`config.mk`:
```
export PLATFORM = sky130hd
export DESIGN_NAME = spab_bank
export DESIGN_NICKNAME = d
export VERILOG_FILES = /design/src/design/spab_pkg.sv /design/src/design/spab_bank.sv
export SDC_FILE = /design/constraint.sdc
export NUM_CORES = 2
export LEC_CHECK = 0
export ABC_AREA = 0
export BUFFER_PORTS_ARGS = -buffer_cell sky130_fd_sc_hd__buf_4
export CAP_MARGIN = 25
export CORE_MARGIN = 1.5
export CORE_UTILIZATION = 55
export DETAILED_ROUTE_END_ITERATION = 6
export PLACE_DENSITY = 0.74
export SKIP_CTS_REPAIR_TIMING = 1
export SYNTH_ARGS = -nofsm -noshare
export SYNTH_HDL_FRONTEND = slang
export SYNTH_SLANG_ARGS = --single-unit
```
`constraint.sdc`:
```
create_clock -name CLK -period 60.7 [get_ports CLK]
set_input_delay 6.07 -clock CLK [delete_from_list [all_inputs] [get_ports CLK]]
set_output_delay 6.07 -clock CLK [all_outputs]
set_load 0.005 [all_outputs]
```
`src/design/spab_pkg.sv`:
```
// Package for the special purpose register access and privilege bank.
package spab_pkg;

    // ------------------------------------------------------------
    // Register numbers, given as a 10-bit logical value.
    // ------------------------------------------------------------
    localparam logic [9:0] DATA_CLASS_ID_0_NUM = 10'h3BA;
    localparam logic [9:0] DATA_RANGE_START_1_NUM = 10'h3BB;
    localparam logic [9:0] DATA_RANGE_MASK_1_NUM = 10'h3BC;
    localparam logic [9:0] DATA_CLASS_ID_1_NUM = 10'h3BD;
    localparam logic [9:0] INSTR_RANGE_START_0_NUM = 10'h3D0;
    localparam logic [9:0] INSTR_RANGE_MASK_0_NUM = 10'h3D1;
    localparam logic [9:0] INSTR_CLASS_ID_0_NUM = 10'h3D2;
    localparam logic [9:0] INSTR_RANGE_START_1_NUM = 10'h3D3;
    localparam logic [9:0] INSTR_RANGE_MASK_1_NUM = 10'h3D4;
    localparam logic [9:0] INSTR_CLASS_ID_1_NUM = 10'h3D5;
    localparam logic [9:0] HW_IMPL_CONFIG_0_NUM = 10'h3F0;
    localparam logic [9:0] HW_IMPL_CONFIG_1_NUM = 10'h3F1;
    localparam logic [9:0] HW_IMPL_CONFIG_4_NUM = 10'h3F4;
    localparam logic [9:0] DATA_BREAKPOINT_ADDR_NUM = 10'h3F5;
    localparam logic [9:0] DATA_BREAKPOINT_EXT_NUM = 10'h3F7;
    localparam logic [9:0] HW_IMPL_CONFIG_6_NUM = 10'h3F9;
    localparam logic [9:0] PROCESSOR_VERSION_NUM = 10'h3FE;
    localparam logic [9:0] PROCESSOR_IDENT_NUM = 10'h3FF;
    // The control register answers on one number for reads and another for writes.
    localparam logic [9:0] CTRL_READ_NUM = 10'h088;
    localparam logic [9:0] CTRL_WRITE_NUM = 10'h098;

    // ------------------------------------------------------------
    // Widths, thread count and reset values.
    // ------------------------------------------------------------
    localparam int SPAB_THREADS = 2;
    localparam int SPAB_HALF_W = 5;
    localparam int SPAB_CLASS_W = 32;
    localparam logic [63:0] SPAB_RESET_VAL = 64'h0000_0000_0000_0000;
    // Arbitrary neutral version code; real parts strap their own value.
    localparam logic [63:0] SPAB_VERSION_DEFAULT = 64'h0000_0000_0001_0000;
    // Thread-enable field of the control register, bits 8:9 in big-endian order.
    localparam int SPAB_TE_LSB = 22;
    localparam logic [1:0] SPAB_TE_RESET = 2'h3;

    // Per-thread register slot indices.
    localparam int TS_DCID0 = 0;
    localparam int TS_DRS1 = 1;
    localparam int TS_DRM1 = 2;
    localparam int TS_DCID1 = 3;
    localparam int TS_IRS0 = 4;
    localparam int TS_IRM0 = 5;
    localparam int TS_ICID0 = 6;
    localparam int TS_IRS1 = 7;
    localparam int TS_IRM1 = 8;
    localparam int TS_ICID1 = 9;
    localparam int TS_DBA = 10;
    localparam int TS_DBX = 11;
    localparam int TS_NUM = 12;

    // Shared register slot indices.
    localparam int SH_HW0 = 0;
    localparam int SH_HW1 = 1;
    localparam int SH_HW4 = 2;
    localparam int SH_HW6 = 3;
    localparam int SH_NUM = 4;

    typedef enum logic [1:0] {
        SPAB_CLS_NONE,
        SPAB_CLS_HV,
        SPAB_CLS_PRIV_RO,
        SPAB_CLS_CTRL_WR
    } spab_class_e;

    typedef enum {
        SPAB_ST_IDLE,
        SPAB_ST_RUN
    } spab_state_e;

    // One move-to or move-from request from the pipeline.
    typedef struct packed {
        logic valid;
        logic is_write;
        logic thread;
        logic [9:0] spr_field;
        logic [63:0] wdata;
        logic hv;
        logic pr;
    } spab_req_s;

    // Result answered to the pipeline one cycle later.
    typedef struct packed {
        logic done;
        logic prog_int;
        logic [63:0] rdata;
    } spab_rsp_s;

endpackage : spab_pkg

```
`src/design/spab_bank.sv`:
```
// Special purpose register bank with hypervisor and privilege access checks.
import spab_pkg::*;

module spab_bank (
    input wire logic CLK, // Core clock.
    input wire logic RST, // Power-on reset, asynchronous, active high.
    input wire spab_pkg::spab_req_s REQ, // Move-to or move-from request.
    input wire logic [63:0] VERSION_VAL, // Version value caught after reset.
    output spab_pkg::spab_rsp_s RSP, // Registered answer.
    output logic [1:0] THREAD_EN, // Thread-enable field of the control register.
    output logic READY // High once the load phase has finished.
);
    import spab_pkg::*;

    // ------------------------------------------------------------
    // Decode.
    // ------------------------------------------------------------
    logic [9:0] spr_num;
    logic [3:0] ts_idx;
    logic [1:0] sh_idx;
    logic ts_hit;
    logic sh_hit;
    logic is_ver;
    logic is_pid;
    logic is_ctrl_wr;
    logic is_ctrl_rd;
    logic is_class32;
    logic illegal;
    logic do_write;
    logic [63:0] rd_val;
    logic [63:0] ts_r [SPAB_THREADS][TS_NUM];
    logic [63:0] sh_r [SH_NUM];
    logic [63:0] version_r;
    logic [1:0] te_r;
    logic [1:0] te_nxt;
    spab_state_e state_r;
    spab_rsp_s rsp_r;

    assign spr_num = {REQ.spr_field[SPAB_HALF_W-1:0], REQ.spr_field[2*SPAB_HALF_W-1:SPAB_HALF_W]};

    always_comb begin
        ts_hit = 1'b1;
        ts_idx = 4'h0;
        case (spr_num)
            DATA_CLASS_ID_0_NUM: ts_idx = 4'(TS_DCID0);
            DATA_RANGE_START_1_NUM: ts_idx = 4'(TS_DRS1);
            DATA_RANGE_MASK_1_NUM: ts_idx = 4'(TS_DRM1);
            DATA_CLASS_ID_1_NUM: ts_idx = 4'(TS_DCID1);
            INSTR_RANGE_START_0_NUM: ts_idx = 4'(TS_IRS0);
            INSTR_RANGE_MASK_0_NUM: ts_idx = 4'(TS_IRM0);
            INSTR_CLASS_ID_0_NUM: ts_idx = 4'(TS_ICID0);
            INSTR_RANGE_START_1_NUM: ts_idx = 4'(TS_IRS1);
            INSTR_RANGE_MASK_1_NUM: ts_idx = 4'(TS_IRM1);
            INSTR_CLASS_ID_1_NUM: ts_idx = 4'(TS_ICID1);
            DATA_BREAKPOINT_ADDR_NUM: ts_idx = 4'(TS_DBA);
            DATA_BREAKPOINT_EXT_NUM: ts_idx = 4'(TS_DBX);
            default: ts_hit = 1'b0;
        endcase
    end

    always_comb begin
        sh_hit = 1'b1;
        sh_idx = 2'h0;
        case (spr_num)
            HW_IMPL_CONFIG_0_NUM: sh_idx = 2'(SH_HW0);
            HW_IMPL_CONFIG_1_NUM: sh_idx = 2'(SH_HW1);
            HW_IMPL_CONFIG_4_NUM: sh_idx = 2'(SH_HW4);
            HW_IMPL_CONFIG_6_NUM: sh_idx = 2'(SH_HW6);
            default: sh_hit = 1'b0;
        endcase
    end

    assign is_ver = (spr_num == PROCESSOR_VERSION_NUM);
    assign is_pid = (spr_num == PROCESSOR_IDENT_NUM);
    // The control register write number sits outside this bank's table.
    assign is_ctrl_wr = (spr_num == CTRL_WRITE_NUM);
    assign is_ctrl_rd = (spr_num == CTRL_READ_NUM);
    assign is_class32 = ts_hit && (ts_idx == 4'(TS_DCID0) || ts_idx == 4'(TS_DCID1)
        || ts_idx == 4'(TS_ICID0) || ts_idx == 4'(TS_ICID1));

    // ------------------------------------------------------------
    // Privilege checks.
    // ------------------------------------------------------------
    always_comb begin
        illegal = 1'b0;
        if (REQ.valid && state_r == SPAB_ST_RUN) begin
            if ((ts_hit || sh_hit || is_ver || is_pid) && REQ.pr) begin
                illegal = 1'b1;
            end else if ((ts_hit || sh_hit) && REQ.is_write && !REQ.hv) begin
                illegal = 1'b1;
            // shared copies readable only in hypervisor state
            end else if (sh_hit && !REQ.hv) begin
                illegal = 1'b1;
            // Control write is privileged; the thread-enable part is checked apart.
            end else if (is_ctrl_wr && REQ.is_write && REQ.pr) begin
                illegal = 1'b1;
            end
        end
    end

    // only implemented writable numbers are written
    assign do_write = REQ.valid && REQ.is_write && !illegal && state_r == SPAB_ST_RUN;

    // ------------------------------------------------------------
    // Load phase.
    // ------------------------------------------------------------
    // bank idles until reset load completes
    always_ff @(posedge CLK or posedge RST) begin
        if (RST) begin
            state_r <= SPAB_ST_IDLE;
        end else begin
            case (state_r)
                SPAB_ST_IDLE: state_r <= SPAB_ST_RUN;
                SPAB_ST_RUN: state_r <= SPAB_ST_RUN;
                default: state_r <= SPAB_ST_IDLE;
            endcase
        end
    end

    // The version strap is caught on the first clock after release, never under reset.
    always_ff @(posedge CLK or posedge RST) begin
        if (RST) begin
            version_r <= SPAB_RESET_VAL;
        end else if (state_r == SPAB_ST_IDLE) begin
            version_r <= VERSION_VAL;
        end
    end

    // ------------------------------------------------------------
    // Storage.
    // ------------------------------------------------------------
    // per-thread copies
    always_ff @(posedge CLK or posedge RST) begin
        if (RST) begin
            for (int t = 0; t < SPAB_THREADS; t++) begin
                for (int i = 0; i < TS_NUM; i++) begin
                    ts_r[t][i] <= SPAB_RESET_VAL;
                end
            end
        end else if (do_write && ts_hit) begin
            // class registers keep only the low word
            // all implemented bits stored as written
            if (is_class32) begin
                ts_r[REQ.thread][ts_idx] <= {32'h0000_0000, REQ.wdata[SPAB_CLASS_W-1:0]};
            end else begin
                ts_r[REQ.thread][ts_idx] <= REQ.wdata;
            end
        end
    end

    always_ff @(posedge CLK or posedge RST) begin
        if (RST) begin
            for (int i = 0; i < SH_NUM; i++) begin
                sh_r[i] <= SPAB_RESET_VAL;
            end
        end else if (do_write && sh_hit) begin
            sh_r[sh_idx] <= REQ.wdata;
        end
    end

    always_comb begin
        te_nxt = te_r;
        if (do_write && is_ctrl_wr && REQ.hv) begin
            te_nxt = REQ.wdata[SPAB_TE_LSB+1:SPAB_TE_LSB];
        end
    end

    always_ff @(posedge CLK or posedge RST) begin
        if (RST) begin
            te_r <= SPAB_TE_RESET;
        end else begin
            te_r <= te_nxt;
        end
    end

    // ------------------------------------------------------------
    // Read mux.
    // ------------------------------------------------------------
    always_comb begin
        rd_val = SPAB_RESET_VAL;
        if (ts_hit) begin
            rd_val = ts_r[REQ.thread][ts_idx];
        end else if (sh_hit) begin
            rd_val = sh_r[sh_idx];
        end else if (is_ver) begin
            rd_val = version_r;
        end else if (is_pid) begin
            rd_val = {63'h0, REQ.thread};
        end else if (is_ctrl_rd) begin
            rd_val = {32'h0000_0000, 8'h00, te_r, 22'h000000};
        end
    end

    always_ff @(posedge CLK or posedge RST) begin
        if (RST) begin
            rsp_r <= '0;
        end else begin
            rsp_r.done <= REQ.valid && state_r == SPAB_ST_RUN;
            rsp_r.prog_int <= illegal;
            rsp_r.rdata <= (REQ.valid && !REQ.is_write && !illegal && state_r == SPAB_ST_RUN)
                ? rd_val : SPAB_RESET_VAL;
        end
    end

    always_ff @(posedge CLK or posedge RST) begin
        if (RST) begin
            READY <= 1'b0;
        end else begin
            READY <= (state_r == SPAB_ST_RUN) || (state_r == SPAB_ST_IDLE);
        end
    end

    assign RSP = rsp_r;
    assign THREAD_EN = te_r;

endmodule // spab_bank

```
==> results.py <==
metrics = {
    "cells_and_area": {
        "fin_cells": 8853,
        "layout_common_cells": "1922 x dfrtp_1, 1158 x mux2_2, 687 x o21ai_0, 665 x nand2_1, 345 x buf_4",
        "area_delta_synth_final_pct": 11.8,
        "final_common_cell": "dfrtp_1",
        "final_nets": 6825,
        "drive_gt1_frac": 0.293,
    },
    "clock_network": {
        "cts_inserted_buffers": 190,
        "clkTransAtPathRegs_ns": 0.06,
        "cts.htree.levels": 4,
        "cts_root_buffer": "clkbuf_16",
        "numClockSinks": 1925,
        "clock_latency_ns": 0.84,
        "cts_tree": "built",
        "clockBufferDepth": 3,
    },
    "detailed_routing": {
        "ant_nets": 0,
        "drtIter0Drc": 7069,
        "avgRoutedWirePerCell_um": 29.6,
        "dr.pass1.iters": 6,
        "drt_wl_total_mm": 262,
        "route.detailed.drc": 0,
        "vias": 58500,
        "viasPerCell": 6.60,
    },
    "worst_setup_path": {
        "cp.arrival_ns": 11.29,
        "ff2ff_setup_slack_ns": 55.92,
        "path_max_fanout": 52,
        "critPathKind": "input port to flip-flop",
        "startpoint": "REQ[74]",
        "required_ns": 61.40,
        "rr_startpoint": "state_r[0]",
        "cp-end-kind": "flip-flop",
        "startpoint_type": "input port",
        "ff2ff_path_depth": 10,
    },
    "hold_path": {
        "hp-class": "flip-flop to flip-flop",
        "hold_path_end": "ts_r[1002]",
        "hold_path.startpoint": "ts_r[1002]",
        "whs_path_depth": 2,
    },
    "sta": {
        "setup_violations": 0,
        "period_minus_slack_ns": 10.59,
        "hold_viol_final": 0,
        "skew_ns": 0.0315,
        "finalMaxSlewViolations": 0,
        "relSlewSlack": 0.232,
        "min_period_over_period": 0.174,
        "tightest_slew_ns": 1.15,
        "rsz0062_at_grt": "false",
        "fmax_ghz": 0.0944,
        "setup_tns_ns": 0,
    },
    "run": {
        "cap_viol_max_count": 0,
    },
    "die": {
        "io_pins": 214,
        "initial_utilization": 0.556,
        "coreArea_um2": 150000,
        "die_area_um2": 154000,
        "die_w_um": 393,
        "rows": 142,
        "die_y_um": 393,
    },
    "placement": {
        "dp_hpwl_mm": 150,
        "gp_congestion": 0.867,
        "place_inst": 8483,
        "numPortBuffers": 213,
    },
    "global_route": {
        "grt_pass1_vias": 58200,
        "grt_max_degree": 164,
        "grt_overflow_total": 0,
        "grt_first_pass_wirelength_mm": 386,
        "grt_usage": 0.341,
        "antenna_found_initial": 19,
    },
    "synth": {
        "syn_inst": 6740,
        "yosys_warnings": 0,
        "ys.flop_type": "dfrtp_1",
        "netlist_area_um2": 83600,
        "synth-seq-cells": 1925,
        "yosysSeqAreaShare": 0.576,
        "synth_nets": 6885,
        "syn_area_per_cell_um2": 12.4,
        "synth.distinct_cells": 73,
        "synth_async_sr_flop_share": 1.00,
        "synth_edf_count": 0,
    },
    "power_and_ir_drop": {
        "powerDensity_nw_per_um2": 27.6,
        "ir_drop_mv": 0.0334,
        "p_leak_nw": 45.5,
    },
    "run_status": {
        "outcome": "completed",
    },
}
-- worst max-delay path, cell delays in order --
cell	delay, ns
buf_4	0.18
nand3b_2	0.38
or3_4	0.46
buf_4	0.30
buf_4	0.41
and3_1	0.38
nor2_4	0.10
buf_4	0.69
nand3_4	1.05
buf_4	0.70
mux2_2	0.36
-- how the worst max path moves through the flow --
stage                     slack, ns  cells after the start   endpoint
after global placement        49.56                     11  flip-flop
after CTS                     50.33                     11  flip-flop
after detailed placement      49.49                     11  flip-flop
after global routing          50.12                     11    RSP[54]
after floorplan                0.27                      1     RSP[0]
final                         50.11                     11  flip-flop
-- synthesized netlist by cell type, types with 48 or more instances --
cell type  count  share of area
a21oi_1      193          0.012
a221oi_1      48         0.0050
a22oi_1       97         0.0087
and2_1       153          0.011
buf_1         63         0.0028
buf_2        148         0.0089
clkbuf_1     406          0.018
dfrtp_1     1923           0.58
mux2_2      1158           0.16
mux2i_1      340          0.041
mux4_2       107          0.029
nand2_1      679          0.030
nand3_1       51         0.0031
nor2b_1      139          0.010
o21ai_0      687          0.041
o221ai_1      65         0.0068
o22ai_1      116         0.0087
-- routing by layer --
layer	routed length, µm	global-route usage	vias to the layer above
met5	33	0	-
met1	105000	0.474	30300
met3	31700	0.110	651
met4	10800	0.145	4
li1	-	-	24100
met2	114000	0.492	3392
-- stage by stage --
stage                     area (µm²)  hold WS, ns  power [W]  worst slack, ns  utilization
after floorplan                83600        0.442    0.00138            0.271            -
after global placement         86700        0.454    0.00141            49.56        0.576
after detailed placement       86800        0.464    0.00141            49.49        0.577
after CTS                      93100        0.477    0.00259            50.33        0.619
after global routing           93500        0.491    0.00265            50.12        0.621
final                          93500        0.475    0.00259            50.11        0.621
-- final cells by class --
type,count,area [µm²]
clock inverter,44,527
clock buffer,298,5770
inverter,6,32.5
tap,2016,2520
antenna,7,17.5
multi-input combinational,4183,33300
timing repair buffer,374,3150
sequential,1925,48200
fill,11300,57000
-- cell families after synthesis --
logic type	synth area share
mux	0.226
other cells	0.0000448
compound gates	0.100
simple gates	0.0667
flops	0.576
buf+inv	0.0310
-- where the power goes --
part | internal, W | total (W) | switching [W]
logic | 0.0000259 | 0.0000970 | 0.0000711
clock network | 0.000692 | 0.00119 | 0.000501
registers | 0.00129 | 0.00130 | 0.00000453
total | 0.00201 | 0.00259 | 0.000577
No activity file was read; power rests on OpenSTA's default activity.
